[src/gsbr_pkg.sv]
// package of the gpio serial block receiver: register map, field positions, codes, states
// assumes a 32-bit classic wishbone slave and a 10 MHz clock
package gsbr_pkg;
  localparam logic [8:0] REG_PARAM = 9'h000;
  localparam logic [8:0] REG_ARGS = 9'h004;
  localparam logic [8:0] REG_CMD = 9'h008;
  localparam logic [8:0] REG_STATUS = 9'h00C;
  localparam logic [8:0] REG_RESULT = 9'h010;
  localparam int BUF_SEL_BIT = 8;
  localparam int PRM_BITCLK_LSB = 0;
  localparam int PRM_PIN_LSB = 16;
  localparam int PRM_INV_BIT = 20;
  localparam int PRM_STOP_BIT = 21;
  localparam logic [31:0] PARAM_RST = 32'h0000_0412;
  localparam int ARG_WAIT_LSB = 0;
  localparam int ARG_CTL_LSB = 8;
  localparam int ARG_ADDR_LSB = 16;
  localparam int ARG_SIZE_LSB = 24;
  localparam logic [31:0] ARGS_RST = 32'h0000_0000;
  localparam int CTL_HS_EN = 4;
  localparam int CTL_LONG = 5;
  localparam int CTL_ADDR = 6;
  localparam int CTL_BRK = 7;
  localparam int STA_BUSY_BIT = 0;
  localparam int STA_STOP_BIT = 1;
  localparam int STA_RXB_LSB = 8;
  localparam int STA_CNT_LSB = 16;
  localparam logic [2:0] CMD_RX_BYTE = 3'h1;
  localparam logic [2:0] CMD_RX_BLOCK = 3'h2;
  localparam logic [2:0] CMD_SCAN = 3'h3;
  localparam logic [2:0] CMD_STRING = 3'h4;
  localparam logic [2:0] CMD_DELAY = 3'h5;
  localparam logic [7:0] ERR_OK = 8'h00;
  localparam logic [7:0] ERR_FRAME = 8'h01;
  localparam logic [7:0] ERR_TIMEOUT = 8'h02;
  localparam logic [7:0] ERR_NOMARK = 8'h04;
  localparam logic [7:0] BLK_ERR_BASE = 8'h80;
  localparam logic [15:0] ATT_LONG = 16'h0020;
  localparam logic [15:0] ATT_SHORT = 16'h0008;
  localparam logic [3:0] DATA_BITS = 4'h8;
  localparam logic [3:0] BREAK_BITS = 4'hA;
  localparam int TICK_US = 4096;
  localparam int CLK_KHZ = 10000;
  localparam int TICK_CYC = TICK_US * CLK_KHZ / 1000;
  typedef enum logic [6:0] {
    S_IDLE = 7'b0000001,
    S_HUNT = 7'b0000010,
    S_BIT = 7'b0000100,
    S_FETCH = 7'b0001000,
    S_LOAD = 7'b0010000,
    S_TX = 7'b0100000,
    S_DLY = 7'b1000000
  } gsbr_state_e;
endpackage

[src/gsbr_sync.sv]
// three-stage input synchroniser for the general purpose pins
// assumes pins change asynchronously to clk
`timescale 1ns/1ps
`default_nettype none
module gsbr_sync #(
  parameter int N = 16
) (
  input wire logic clk,
  input wire logic reset,
  input wire logic ce,
  input wire logic [N-1:0] d,
  output logic [N-1:0] q
);
  logic [N-1:0] s1, s2, s3;
  logic [N-1:0] next_q;

  // a level counts once the second and third stage agree
  always_comb begin
    for (int i = 0; i < N; i++) begin
      next_q[i] = (s2[i] == s3[i]) ? s3[i] : q[i];
    end
  end

  always_ff @(posedge clk or posedge reset) begin
    if (reset) begin
      s1 <= '1;
      s2 <= '1;
      s3 <= '1;
      q <= '1;
    end else if (ce) begin
      s1 <= d;
      s2 <= s1;
      s3 <= s2;
      q <= next_q;
    end
  end
endmodule
`default_nettype wire

[src/gsbr_mem.sv]
// byte buffer: one write port, two registered read ports
// assumes the owner arbitrates the single write port
`timescale 1ns/1ps
`default_nettype none
module gsbr_mem #(
  parameter int W = 8,
  parameter int D = 64,
  parameter int A = 6
) (
  input wire logic clk,
  input wire logic ce,
  input wire logic we,
  input wire logic [A-1:0] waddr,
  input wire logic [W-1:0] wdata,
  input wire logic [A-1:0] raddr_a,
  output logic [W-1:0] rdata_a,
  input wire logic [A-1:0] raddr_b,
  output logic [W-1:0] rdata_b
);
  logic [W-1:0] mem [D];

  always_ff @(posedge clk) begin
    if (ce) begin
      if (we) begin
        mem[waddr] <= wdata;
      end
      rdata_a <= mem[raddr_a];
      rdata_b <= mem[raddr_b];
    end
  end
endmodule
`default_nettype wire

[src/gsbr_top.sv]
// serial receiver/transmitter on general purpose pins with wishbone registers
// assumes a classic wishbone master on clk and asynchronous pin inputs
`timescale 1ns/1ps
`default_nettype none
module gsbr_top import gsbr_pkg::*; #(
  parameter int TICK_CYCLES = TICK_CYC,
  parameter int DEPTH = 64
) (
  input wire logic clk,
  input wire logic reset,
  input wire logic ce,
  input wire logic wb_cyc_i,
  input wire logic wb_stb_i,
  input wire logic wb_we_i,
  input wire logic [8:0] wb_adr_i,
  input wire logic [31:0] wb_dat_i,
  input wire logic [3:0] wb_sel_i,
  output logic [31:0] wb_dat_o,
  output logic wb_ack_o,
  input wire logic [15:0] pin_in,
  output logic [15:0] pin_out,
  output logic [15:0] pin_oe
);
  localparam int AW = $clog2(DEPTH);
  localparam int TW = $clog2(TICK_CYCLES + 1);

  function automatic logic [31:0] merge(input logic [31:0] o, input logic [31:0] n,
                                        input logic [3:0] s);
    for (int i = 0; i < 4; i++) begin
      if (s[i]) begin
        o[8*i +: 8] = n[8*i +: 8];
      end
    end
    return o;
  endfunction

  function automatic logic [7:0] eff_size(input logic [7:0] s);
    return (s > 8'(DEPTH)) ? 8'(DEPTH) : s;
  endfunction

  // block error code, or field scan code
  function automatic logic [15:0] fail_code(input logic [2:0] m, input logic [7:0] c,
                                            input logic [7:0] s);
    if (m == CMD_SCAN) begin
      return {c, 8'(s - c)};
    end
    return {8'h00, 8'(BLK_ERR_BASE - 8'(s - c))};
  endfunction

  logic [15:0] line;
  logic [31:0] param, next_param;
  logic [31:0] args, next_args;
  logic pend, next_pend;
  logic [31:0] next_dat;
  logic next_ack;
  logic go;
  logic [2:0] go_cmd;
  logic [7:0] rdata_a, rdata_b;
  logic mem_we;
  logic [AW-1:0] mem_wa;
  logic [7:0] mem_wd;
  logic eng_we;
  logic wb_buf_we;
  logic wr_now;

  gsbr_state_e state, next_state;
  logic [2:0] mode, next_mode;
  logic [16:0] tmr, next_tmr;
  logic [3:0] bitn, next_bitn;
  logic [7:0] sh, next_sh;
  logic [7:0] txsh, next_txsh;
  logic [TW-1:0] prediv, next_prediv;
  logic [7:0] wcnt, next_wcnt;
  logic [7:0] cnt, next_cnt;
  logic [15:0] att, next_att;
  logic need_brk, next_need_brk;
  logic need_addr, next_need_addr;
  logic [15:0] result, next_result;
  logic [7:0] rxb, next_rxb;
  logic [AW-1:0] eaddr, next_eaddr;
  logic prev_mark, next_prev_mark;
  logic hs_on, next_hs_on;
  logic [3:0] hs_pin, next_hs_pin;
  logic [15:0] next_pin_out, next_pin_oe;

  logic [15:0] bitclk;
  logic [3:0] lpin;
  logic inv, stop_chk, mark, fe, busy;
  logic [7:0] waitv, ctl, addrv, size;
  logic [15:0] limit;

  gsbr_sync #(.N(16)) u_sync (
    .clk(clk),
    .reset(reset),
    .ce(ce),
    .d(pin_in),
    .q(line)
  );

  gsbr_mem #(.W(8), .D(DEPTH), .A(AW)) u_mem (
    .clk(clk),
    .ce(ce),
    .we(mem_we),
    .waddr(mem_wa),
    .wdata(mem_wd),
    .raddr_a(wb_adr_i[AW+1:2]),
    .rdata_a(rdata_a),
    .raddr_b(eaddr),
    .rdata_b(rdata_b)
  );

  assign bitclk = param[PRM_BITCLK_LSB +: 16];
  assign lpin = param[PRM_PIN_LSB +: 4];
  assign inv = param[PRM_INV_BIT];
  assign stop_chk = param[PRM_STOP_BIT];
  assign waitv = args[ARG_WAIT_LSB +: 8];
  assign ctl = args[ARG_CTL_LSB +: 8];
  assign addrv = args[ARG_ADDR_LSB +: 8];
  assign size = eff_size(args[ARG_SIZE_LSB +: 8]);
  assign mark = line[lpin] ^ inv;
  assign fe = stop_chk & ~mark;
  assign busy = (state != S_IDLE);
  assign limit = 16'(size) * (ctl[CTL_LONG] ? ATT_LONG : ATT_SHORT);
  assign wr_now = wb_ack_o & wb_cyc_i & wb_stb_i & wb_we_i & ~busy;
  assign wb_buf_we = wr_now & wb_adr_i[BUF_SEL_BIT] & wb_sel_i[0];
  assign mem_we = eng_we | wb_buf_we;
  assign mem_wa = eng_we ? cnt[AW-1:0] : wb_adr_i[AW+1:2];
  assign mem_wd = eng_we ? sh : wb_dat_i[7:0];

  // wishbone slave: request seen, one cycle pending, then ack with data
  always_comb begin
    next_param = param;
    next_args = args;
    next_pend = wb_cyc_i & wb_stb_i & ~pend & ~wb_ack_o;
    next_ack = pend;
    next_dat = 32'h0000_0000;
    go = 1'b0;
    go_cmd = wb_dat_i[2:0];
    if (pend) begin
      if (wb_adr_i[BUF_SEL_BIT]) begin
        next_dat = {24'h00_0000, rdata_a};
      end else begin
        unique case (wb_adr_i)
          REG_PARAM: next_dat = param;
          REG_ARGS: next_dat = args;
          REG_STATUS: begin
            next_dat[STA_BUSY_BIT] = busy;
            next_dat[STA_STOP_BIT] = stop_chk;
            next_dat[STA_RXB_LSB +: 8] = rxb;
            next_dat[STA_CNT_LSB +: 8] = cnt;
          end
          REG_RESULT: next_dat = {16'h0000, result};
          default: next_dat = 32'h0000_0000;
        endcase
      end
    end
    // writes land on the edge at which the master sees ack
    if (wr_now && !wb_adr_i[BUF_SEL_BIT]) begin
      unique case (wb_adr_i)
        REG_PARAM: next_param = merge(param, wb_dat_i, wb_sel_i);
        REG_ARGS: next_args = merge(args, wb_dat_i, wb_sel_i);
        REG_CMD: go = wb_sel_i[0];
        default: go = 1'b0;
      endcase
    end
  end

  always_ff @(posedge clk or posedge reset) begin
    if (reset) begin
      param <= PARAM_RST;
      args <= ARGS_RST;
      pend <= 1'b0;
      wb_ack_o <= 1'b0;
      wb_dat_o <= 32'h0000_0000;
    end else if (ce) begin
      param <= next_param;
      args <= next_args;
      pend <= next_pend;
      wb_ack_o <= next_ack;
      wb_dat_o <= next_dat;
    end
  end

  // serial engine
  always_comb begin
    next_state = state;
    next_mode = mode;
    next_tmr = tmr;
    next_bitn = bitn;
    next_sh = sh;
    next_txsh = txsh;
    next_prediv = prediv;
    next_wcnt = wcnt;
    next_cnt = cnt;
    next_att = att;
    next_need_brk = need_brk;
    next_need_addr = need_addr;
    next_result = result;
    next_rxb = rxb;
    next_eaddr = eaddr;
    next_prev_mark = prev_mark;
    next_hs_on = hs_on;
    next_hs_pin = hs_pin;
    next_pin_out = pin_out;
    next_pin_oe = pin_oe;
    eng_we = 1'b0;
    unique case (state)
      S_IDLE: begin
        if (go) begin
          next_mode = go_cmd;
          next_result = 16'h0000;
          next_cnt = 8'h00;
          next_att = 16'h0000;
          next_need_brk = ctl[CTL_BRK] & (go_cmd == CMD_RX_BLOCK);
          next_need_addr = ctl[CTL_ADDR] & (go_cmd == CMD_RX_BLOCK);
          next_wcnt = waitv;
          next_prediv = '0;
          next_prev_mark = mark;
          if (go_cmd == CMD_RX_BYTE) begin
            if (!mark) begin
              next_result = {8'h00, ERR_NOMARK};
            end else begin
              next_state = S_HUNT;
            end
          end else if (go_cmd == CMD_RX_BLOCK || go_cmd == CMD_SCAN) begin
            if (size != 8'h00) begin
              next_state = S_HUNT;
            end
          end else if (go_cmd == CMD_STRING) begin
            next_eaddr = '0;
            next_state = S_FETCH;
          end else if (go_cmd == CMD_DELAY) begin
            next_tmr = {1'b0, bitclk} + {2'b00, bitclk[15:1]} - 17'h00001;
            next_state = S_DLY;
          end
          // handshake only for a reception that really starts, so it is always released
          if (ctl[CTL_HS_EN] && next_state == S_HUNT) begin
            next_hs_on = 1'b1;
            next_hs_pin = ctl[3:0];
            next_pin_out[ctl[3:0]] = 1'b1;
            next_pin_oe[ctl[3:0]] = 1'b1;
          end
        end
      end
      S_HUNT: begin
        next_prev_mark = mark;
        if (prev_mark && !mark) begin
          next_tmr = {2'b00, bitclk[15:1]};
          next_bitn = 4'h0;
          next_state = S_BIT;
        end else if (waitv != 8'h00) begin
          next_prediv = prediv + TW'(1);
          if (prediv == TW'(TICK_CYCLES - 1)) begin
            next_prediv = '0;
            next_wcnt = wcnt - 8'h01;
            if (wcnt == 8'h01) begin
              next_state = S_IDLE;
              next_result = (mode == CMD_RX_BYTE) ? {8'h00, ERR_TIMEOUT} :
                            fail_code(mode, cnt, size);
            end
          end
        end
      end
      S_BIT: begin
        if (tmr != 17'h00000) begin
          next_tmr = tmr - 17'h00001;
        end else begin
          next_tmr = {1'b0, bitclk} - 17'h00001;
          next_bitn = bitn + 4'h1;
          if (bitn == 4'h0) begin
            if (mark) begin
              next_state = S_HUNT;
            end
          end else if (bitn <= DATA_BITS) begin
            next_sh = {mark, sh[7:1]};
          end else begin
            next_prev_mark = mark;
            next_wcnt = waitv;
            next_prediv = '0;
            next_state = S_HUNT;
            if (mode == CMD_RX_BYTE) begin
              next_rxb = sh;
              next_result = {8'h00, fe ? ERR_FRAME : ERR_OK};
              next_state = S_IDLE;
            end else begin
              next_att = att + 16'h0001;
              next_rxb = sh;
              if (need_brk) begin
                if (fe && sh == 8'h00) begin
                  next_need_brk = 1'b0;
                end
              end else if (need_addr) begin
                if (!fe && sh == addrv) begin
                  next_need_addr = 1'b0;
                end
              end else if (fe) begin
                next_state = S_IDLE;
                next_result = fail_code(mode, cnt, size);
              end else begin
                eng_we = 1'b1;
                next_cnt = cnt + 8'h01;
                if (cnt + 8'h01 == size) begin
                  next_state = S_IDLE;
                  next_result = (mode == CMD_SCAN) ? {size, 8'h00} : 16'h0000;
                end
              end
              if (next_state == S_HUNT && att + 16'h0001 >= limit) begin
                next_state = S_IDLE;
                next_result = fail_code(mode, next_cnt, size);
              end
            end
          end
        end
      end
      S_FETCH: next_state = S_LOAD;
      S_LOAD: begin
        if (rdata_b == 8'h00) begin
          next_state = S_IDLE;
        end else begin
          next_txsh = rdata_b;
          next_bitn = 4'h0;
          next_tmr = {1'b0, bitclk} - 17'h00001;
          next_pin_out[lpin] = inv;
          next_pin_oe[lpin] = 1'b1;
          next_state = S_TX;
        end
      end
      S_TX: begin
        if (tmr != 17'h00000) begin
          next_tmr = tmr - 17'h00001;
        end else begin
          next_tmr = {1'b0, bitclk} - 17'h00001;
          next_bitn = bitn + 4'h1;
          if (bitn < DATA_BITS) begin
            next_pin_out[lpin] = txsh[0] ^ inv;
            next_txsh = {1'b0, txsh[7:1]};
          end else if (bitn == DATA_BITS) begin
            next_pin_out[lpin] = ~inv;
          end else begin
            next_eaddr = eaddr + AW'(1);
            next_state = (eaddr == AW'(DEPTH - 1)) ? S_IDLE : S_FETCH;
          end
        end
      end
      S_DLY: begin
        if (tmr == 17'h00000) begin
          next_state = S_IDLE;
        end else begin
          next_tmr = tmr - 17'h00001;
        end
      end
    endcase
    if (state != S_IDLE && next_state == S_IDLE && hs_on) begin
      next_hs_on = 1'b0;
      next_pin_out[hs_pin] = 1'b0;
    end
  end

  always_ff @(posedge clk or posedge reset) begin
    if (reset) begin
      state <= S_IDLE;
      mode <= 3'h0;
      tmr <= 17'h00000;
      bitn <= 4'h0;
      sh <= 8'h00;
      txsh <= 8'h00;
      prediv <= '0;
      wcnt <= 8'h00;
      cnt <= 8'h00;
      att <= 16'h0000;
      need_brk <= 1'b0;
      need_addr <= 1'b0;
      result <= 16'h0000;
      rxb <= 8'h00;
      eaddr <= '0;
      prev_mark <= 1'b0;
      hs_on <= 1'b0;
      hs_pin <= 4'h0;
      pin_out <= 16'h0000;
      pin_oe <= 16'h0000;
    end else if (ce) begin
      state <= next_state;
      mode <= next_mode;
      tmr <= next_tmr;
      bitn <= next_bitn;
      sh <= next_sh;
      txsh <= next_txsh;
      prediv <= next_prediv;
      wcnt <= next_wcnt;
      cnt <= next_cnt;
      att <= next_att;
      need_brk <= next_need_brk;
      need_addr <= next_need_addr;
      result <= next_result;
      rxb <= next_rxb;
      eaddr <= next_eaddr;
      prev_mark <= next_prev_mark;
      hs_on <= next_hs_on;
      hs_pin <= next_hs_pin;
      pin_out <= next_pin_out;
      pin_oe <= next_pin_oe;
    end
  end
endmodule
`default_nettype wire

[config.mk]
export PLATFORM = sky130hd
export DESIGN_NAME = gsbr_top
export DESIGN_NICKNAME = d
export VERILOG_FILES = /design/src/gsbr_pkg.sv /design/src/gsbr_sync.sv /design/src/gsbr_mem.sv /design/src/gsbr_top.sv
export SDC_FILE = /design/constraint.sdc
export NUM_CORES = 2
export LEC_CHECK = 0
export BUFFER_PORTS_ARGS = -buffer_cell sky130_fd_sc_hd__buf_4
export CORE_UTILIZATION = 40
export CTS_CLUSTER_SIZE = 40
export DETAILED_ROUTE_END_ITERATION = 10
export HOLD_SLACK_MARGIN = 0.02
export PLACE_DENSITY = 0.54
export SYNTH_ARGS = -nofsm -noshare
export SYNTH_HDL_FRONTEND = slang
export SYNTH_SLANG_ARGS = --single-unit
[constraint.sdc]
create_clock -name clk -period 19.9 [get_ports clk]
set_clock_uncertainty 0.2 [all_clocks]
set_input_delay 0.995 -clock clk [delete_from_list [all_inputs] [get_ports clk]]
set_output_delay 0.995 -clock clk [all_outputs]
set_load 0.05 [all_outputs]
# Word-level counts from Yosys, hierarchy flattened
# Memories as Yosys holds them, arrays and structs flattened. A register that Yosys moved wholly into a read port is not among the register bits.
# Index checks and enable logic that the tools add are counted.
dict set report classes {
  add_sub_neg 14
  n_mul 1
  n_lt_le_gt_ge 10
  eq_ne 71
  n_mux 212
  n_bitwise 28
  reduce_logical 74
}
# op n
set ops {}
lappend ops {{16-bit two-way mux} 42}
lappend ops {{8-bit two-way mux} 25}
lappend ops {{7-bit two-way mux} 27}
lappend ops {{17-bit two-way mux} 9}
lappend ops {{16-bit case mux with 3 select lines} 3}
lappend ops {{17-bit case mux with 5 select lines} 1}
lappend ops {{32-bit two-way mux} 2}
lappend ops {{16-bit case mux with 2 select lines} 2}
lappend ops {{16-bit case mux with 4 select lines} 1}
lappend ops {{1-bit two-way mux} 61}
lappend ops {{6-bit two-way mux} 10}
lappend ops {{7-bit case mux with 7 select lines} 1}
lappend ops {{16-bit bitwise mux} 3}
lappend ops {{2-bit != test, second input constant} 24}
lappend ops {{16-bit OR} 3}
lappend ops {{8-bit case mux with 2 select lines} 3}
lappend ops {{4-bit AND reduction} 10}
lappend ops {{17-bit by 1-bit subtractor with 17-bit output, second input constant} 2}
lappend ops {{16-bit by 1-bit adder with 16-bit output, second input constant} 2}
lappend ops {{2-bit AND reduction} 16}
lappend ops {{5-bit AND reduction} 5}
lappend ops {{8-bit case mux with 3 select lines} 1}
lappend ops {{7-bit by 2-bit == test with 1-bit output, second input constant} 3}
lappend ops {{9-bit by 4-bit == test with 1-bit output, second input constant} 2}
lappend ops {{72 further kinds} 152}
dict set report word_totals {
  register_bits 327
  ramBits 512
  wordCells 461
  n_memories 1
}
# name depth word_bits rd rd_clocked_by_memory_dff write_ports line_no
set memory_table {}
lappend memory_table {u_mem.mem 64 8 2 2 1 gsbr_mem.sv:20} ;# logic [W-1:0] mem [D];

# Longest topological paths before layout
dict set report depth {
  word_depth 28
  depth_mapped 27
  ltp_nobuf 26
}

# Cells and area by module
# Synthesis repeated with hierarchy kept, for this count alone.
dict set report hier_totals {
  cells_unflattened 3507
  hier_area_um2 44874.3
}
# module instances cells_per_inst area_each_um2 seq_area_each_um2
set modules_own_cells {}
lappend modules_own_cells {gsbr_mem 1 1281 24484.7 15855.2}
lappend modules_own_cells {gsbr_top 1 2048 17738.3 6586.3}
lappend modules_own_cells {gsbr_sync 1 178 2651.3 1681.6}

# Worst setup path after synthesis
# OpenSTA, ideal clock, no wires.
dict set report synth_path {
  path_kind {register to register}
  start {register param[18]}
  end {memory u_mem.mem[0][0] (data pin)}
  setup_ns 0.702
  t_arrival_ns 4.980
  t_required_ns 18.998
  setup_slack_ns 14.018
  path_stages_with_launch 10
  path_buffers 2
  synth_period_minus_slack_ns 5.882
  cell_sequence {dfrtp_1 -> buf_6 -> mux4_2 -> mux4_2 -> xnor2_4 -> a21oi_2 -> nand3_1 -> inv_1 -> clkbuf_1 -> o21ai_0}
}
dict set report synth_via {
  elab_chain_len 14
}
# element line_no
set synth_rtl {}
lappend synth_rtl {{from (decl)} gsbr_top.sv:51} ;# logic [31:0] param, next_param;
lappend synth_rtl {{from (signal assigned)} gsbr_top.sv:176} ;# param <= next_param;
lappend synth_rtl {{1-bit binary-select mux with 4-bit select} gsbr_top.sv:120} ;# assign mark = line[lpin] ^ inv;
lappend synth_rtl {{1-bit two-way mux (implied by the code)} gsbr_top.sv:120}
lappend synth_rtl {{1-bit bitwise XOR} gsbr_top.sv:120}
lappend synth_rtl {{1-bit inverter} gsbr_top.sv:121} ;# assign fe = stop_chk & ~mark;
lappend synth_rtl {{1-bit bitwise AND} gsbr_top.sv:121}
lappend synth_rtl {{1-bit two-way mux} gsbr_top.sv:296} ;# end else if (fe) begin
lappend synth_rtl {{1-bit two-way mux} gsbr_top.sv:292} ;# end else if (need_addr) begin
lappend synth_rtl {{1-bit two-way mux} gsbr_top.sv:288} ;# if (need_brk) begin
lappend synth_rtl {{1-bit two-way mux} gsbr_top.sv:281} ;# if (mode == CMD_RX_BYTE) begin
lappend synth_rtl {{1-bit two-way mux} gsbr_top.sv:274} ;# end else if (bitn <= DATA_BITS) begin
lappend synth_rtl {{1-bit two-way mux} gsbr_top.sv:270} ;# if (bitn == 4'h0) begin
lappend synth_rtl {{1-bit two-way mux} gsbr_top.sv:265} ;# if (tmr != 17'h00000) begin
lappend synth_rtl {{1-bit two-way mux} gsbr_top.sv:207} ;# unique case (state)
lappend synth_rtl {{8-bit two-way mux} gsbr_top.sv:128} ;# assign mem_wd = eng_we ? sh : wb_dat_i[7:0];
lappend synth_rtl {{via mem_wd[0]} gsbr_top.sv:61} ;# logic [7:0] mem_wd;
lappend synth_rtl {{to (decl)} gsbr_mem.sv:20}
# The timed path passes the listed nets, and every way through them passes these cells. The select of a mux whose other input is x is not followed.

# Worst setup path in the final report
dict set report layout_path {
  start {register param[18]}
  end {memory u_mem.mem[5][7] (enable)}
}
dict set report layout_via {
  elab_chain_len 17
}
# element line_no
set layout_rtl {}
lappend layout_rtl {{1-bit binary-select mux with 4-bit select (*)} gsbr_top.sv:120}
lappend layout_rtl {{1-bit two-way mux (implied by the code) (*)} gsbr_top.sv:120}
lappend layout_rtl {{1-bit bitwise XOR (*)} gsbr_top.sv:120}
lappend layout_rtl {{1-bit inverter (*)} gsbr_top.sv:121}
lappend layout_rtl {{1-bit bitwise AND (*)} gsbr_top.sv:121}
lappend layout_rtl {{1-bit two-way mux (*)} gsbr_top.sv:296}
lappend layout_rtl {{1-bit two-way mux (*)} gsbr_top.sv:292}
lappend layout_rtl {{1-bit two-way mux (*)} gsbr_top.sv:288}
lappend layout_rtl {{1-bit two-way mux (*)} gsbr_top.sv:281}
lappend layout_rtl {{1-bit two-way mux (*)} gsbr_top.sv:274}
lappend layout_rtl {{1-bit two-way mux (*)} gsbr_top.sv:270}
lappend layout_rtl {{1-bit two-way mux (*)} gsbr_top.sv:265}
lappend layout_rtl {{1-bit two-way mux (*)} gsbr_top.sv:207}
lappend layout_rtl {{1-bit OR} gsbr_top.sv:126} ;# assign mem_we = eng_we | wb_buf_we;
lappend layout_rtl {{1-bit two-way mux} gsbr_mem.sv:24} ;# if (we) begin
lappend layout_rtl {{1-bit two-way mux} gsbr_mem.sv:23} ;# if (ce) begin
lappend layout_rtl {{1-bit two-way mux (implied by the code)} gsbr_mem.sv:25} ;# mem[waddr] <= wdata;
# Mark *: on every way between the ends. The rest lies on a longest branch, timed or not. The select of a mux whose other input is x is not followed.

==> metrics.md <==
| Metric | Value |
|---|---|
| Fin. Hold Viols | `0` |
| Synth area leader | `edfxtp_1` |
| Register bit total from synthesis | `855` |
| # DRC | `0` |
| HP Class | `flop to flop` |
| Crit path max-delay family | `simple AND/OR/NAND/NOR gates` |
| Synth Flop Type | `edfxtp_1` |
| Outcome | `finished clean` |
| Vias per Instance | `6.08` |
| EDFF count, synth | `528` |
| Die Width | `336 µm` |
| Final Critical Period | `6.89 ns` |
| Final Wtd Congestion | `0.893` |
| Post-synth ARST share | `0.382` |
| Ant diodes | `0` |
| Cts hold-fix bufs | `0` |
| Share of layout cells above drive strength 1 | `0.224` |
| Clk buf depth | `3` |
| Max-slew headroom | `0.146` |
| Worst slew pin tran | `1.28 ns` |
| NumNets Final | `3763` |
| Hold_ws | `0.281 ns` |
| Cell leakage power | `18.5 nW` |
| Max Cap Viol | `0` |
| TritonCTS Buffers | `95` |
| CP peak stage delay | `0.98 ns` |
| Remaining antenna violation count | `0` |
| Number of H-tree levels | `3` |
| Largest net degree at the start of global routing | `141` |
| CP Class | `flop to flop` |
| Most frequent cells in the layout | `edfxtp_1, nand2_1, nor2_1` |
| Post_cts resized | `0` |
| Unique masters post-synth | `83` |
| Syn Area/Cell | `12.6 µm²` |
| DP HPWL | `94600 µm` |
| Worst-path clk slew | `0.06 ns` |
| Post-CTS Setup Inserts | `0` |
| Netlist area before placement | `0.0447 mm²` |
| First-pass GRT wire length | `209000 µm` |
| Post-Route WL | `141000 µm` |
| Reg2Reg Setup Slack | `13.01 ns` |
| Crit end category | `flop` |
| Overall Global Routing Usage | `0.249` |
| Clock sink count | `855` |
| Setup TNS | `0 ns` |
| DIE AREA | `0.113 mm²` |
| Total number of vias | `31500` |
| Slowest cell on the critical path | `dfrtp_1` |
| Core area | `0.111 mm²` |
| Drt wl/cell | `27.2 µm` |
| Worst-path cell chain | `mux4_1 > mux4_2 > xnor2_4 > a21oi_2 > nand3_1 > inv_1 > o2bb2a_1 > nor2_1 > nand2_1 > nor2_1` |
| Remaining Overflow, GRT | `0` |
| Fin crit share | `0.346` |
| Num rows | `122` |
| First-pass DRT Iterations | `6` |
| Die height | `336 µm` |
| Fin cells | `5177` |
| # port buffers | `131` |
| Max Fclk | `145 MHz` |
| Yosys warns | `0` |
| Post-synth top area share | `0.355` |
| Synth top area cells | `edfxtp_1, dfrtp_1, mux4_2, dfstp_2, mux2_2` |
| Arr. time, crit path | `6.98 ns` |
| PD cells | `81.8 mW/mm²` |
| Num ports | `132` |
| Worst path most repeated cell | `nor2_1` |
| TritonCTS clock tree | `yes` |
| Crit-path max FO | `25` |
| Clk Latency, worst-skew pair | `0.69 ns` |
| Vias in the first global route | `30500` |
| Initial core utilization | `0.404` |
| Slew Limit Fails | `0` |
| Initial antenna violation count | `4` |
| Commonest non-fill, non-tap cell in the layout | `edfxtp_1` |
| Final setup viols | `0` |
| Area growth from synthesis to layout | `13.1%` |
| Post-route worst setup slack | `13.01 ns` |
| Cells after synthesis | `3541` |
| Root Buffer | `clkbuf_16` |
| Setup crit start kind | `flop` |
| Critical Path RT | `19.99 ns` |
| Post-Place Setup Slack | `13.18 ns` |
| RSZ-0062 raised after global routing | `no` |
| Sequential fraction of the synthesis area | `0.539` |
| Iter 0 DRT Violations | `3534` |
| Post-Place Cells | `4997` |
| Maximum vdd drop | `0.0766 mV` |
| Worst path bufs/invs | `1` |
[per-layer routing]
layer  part of all wire  global-route usage  vias up
li1                   -                   -    13800
met1               0.43               0.350    16000
met2               0.46               0.393     1420
met3              0.079              0.0454      238
met4              0.030              0.0726        4
met5            0.00018                   0        -
[synth_stat cells (19+ instances only)]
library cell / number
a21oi_1: 237
mux2i_1: 122
a21o_1: 29
ha_1: 85
nand4_1: 24
nor3_1: 39
and3_1: 27
a22oi_1: 29
nand2_1: 308
nor4_1: 19
o2bb2ai_1: 19
o221ai_1: 48
o21bai_1: 24
nor2_1: 257
inv_1: 113
xor2_1: 45
nand3_1: 51
nor2b_1: 20
mux4_2: 243
dfrtp_1: 259
clkbuf_1: 171
xnor2_1: 62
a31oi_1: 34
o21ai_0: 237
buf_1: 39
mux2_2: 146
o22ai_1: 43
dfstp_2: 68
edfxtp_1: 528
[worst paths after layout]
kind / endpoint / cells past startpoint / start
setup reg to reg: u_mem.mem[5][7] / 10 / param[18]
hold reg to reg: prediv[12] / 1 / prediv[12]
min in group asynchronous: att[1] / 2 / reset
max in group asynchronous: eaddr[0] / 3 / reset
hold / removal: prediv[12] / 1 / prediv[12]
setup / recovery: u_mem.mem[5][7] / 10 / param[18]
[state kept, by name, indices dropped and copies added (netlist names), 16 cells and up]
signal and cells:
pin_out 16, param 32, u_sync.s2 16, att 16, u_sync.s3 16, prediv 16
u_sync.s1 16, u_sync.q 16, args 32, u_mem.mem 512, tmr 17, pin_oe 16
wb_dat_o 32, result 16
[worst reg2reg max path, cell delays in order, from the launching register on]
cell and delay, ns:
dfrtp_1 0.98, mux4_1 0.65, mux4_2 0.58, xnor2_4 0.24
a21oi_2 0.44, nand3_1 0.77, inv_1 0.64, o2bb2a_1 0.28
nor2_1 0.24, nand2_1 0.63, nor2_1 0.84
[stage by stage]
stage	total power [mW]	util	instance area [µm²]
floorplan	2.18	-	44700
global placement	2.30	0.426	47300
detailed placement	2.30	0.426	47300
CTS	4.17	0.456	50600
global route	4.26	0.456	50600
finish	4.14	0.456	50600
[cell type report]
class | instances | area (µm²)
clock buffers | 127 | 2680
clock inverters | 53 | 644
fillers | 10100 | 60200
inverters | 114 | 435
multi-input cells | 2364 | 19500
flip-flops and latches | 855 | 24100
well taps | 1488 | 1860
repair buffers | 176 | 1370
[kinds of logic (layout without fill, tap and decap cells)]
kind of cell,Yosys count,count (layout),synth area share
adders and majority gates,94,94,0.0269
AOI/OAI and AO/OA,803,803,0.111
and+or+nand+nor,839,839,0.0854
other,1,6,0.0000839
DFF,855,855,0.539
buffers and inverters,327,470,0.0279
muxes,513,513,0.188
xor gates and xnor gates,109,109,0.0221
[report_power, final]
part           leakage, nW  switching [mW]  internal (mW)
Combinational         7.82           0.175          0.110
Sequential            9.02          0.0358           1.94
Clock                 1.62           0.765           1.11
No activity file was read; power rests on OpenSTA's default activity.
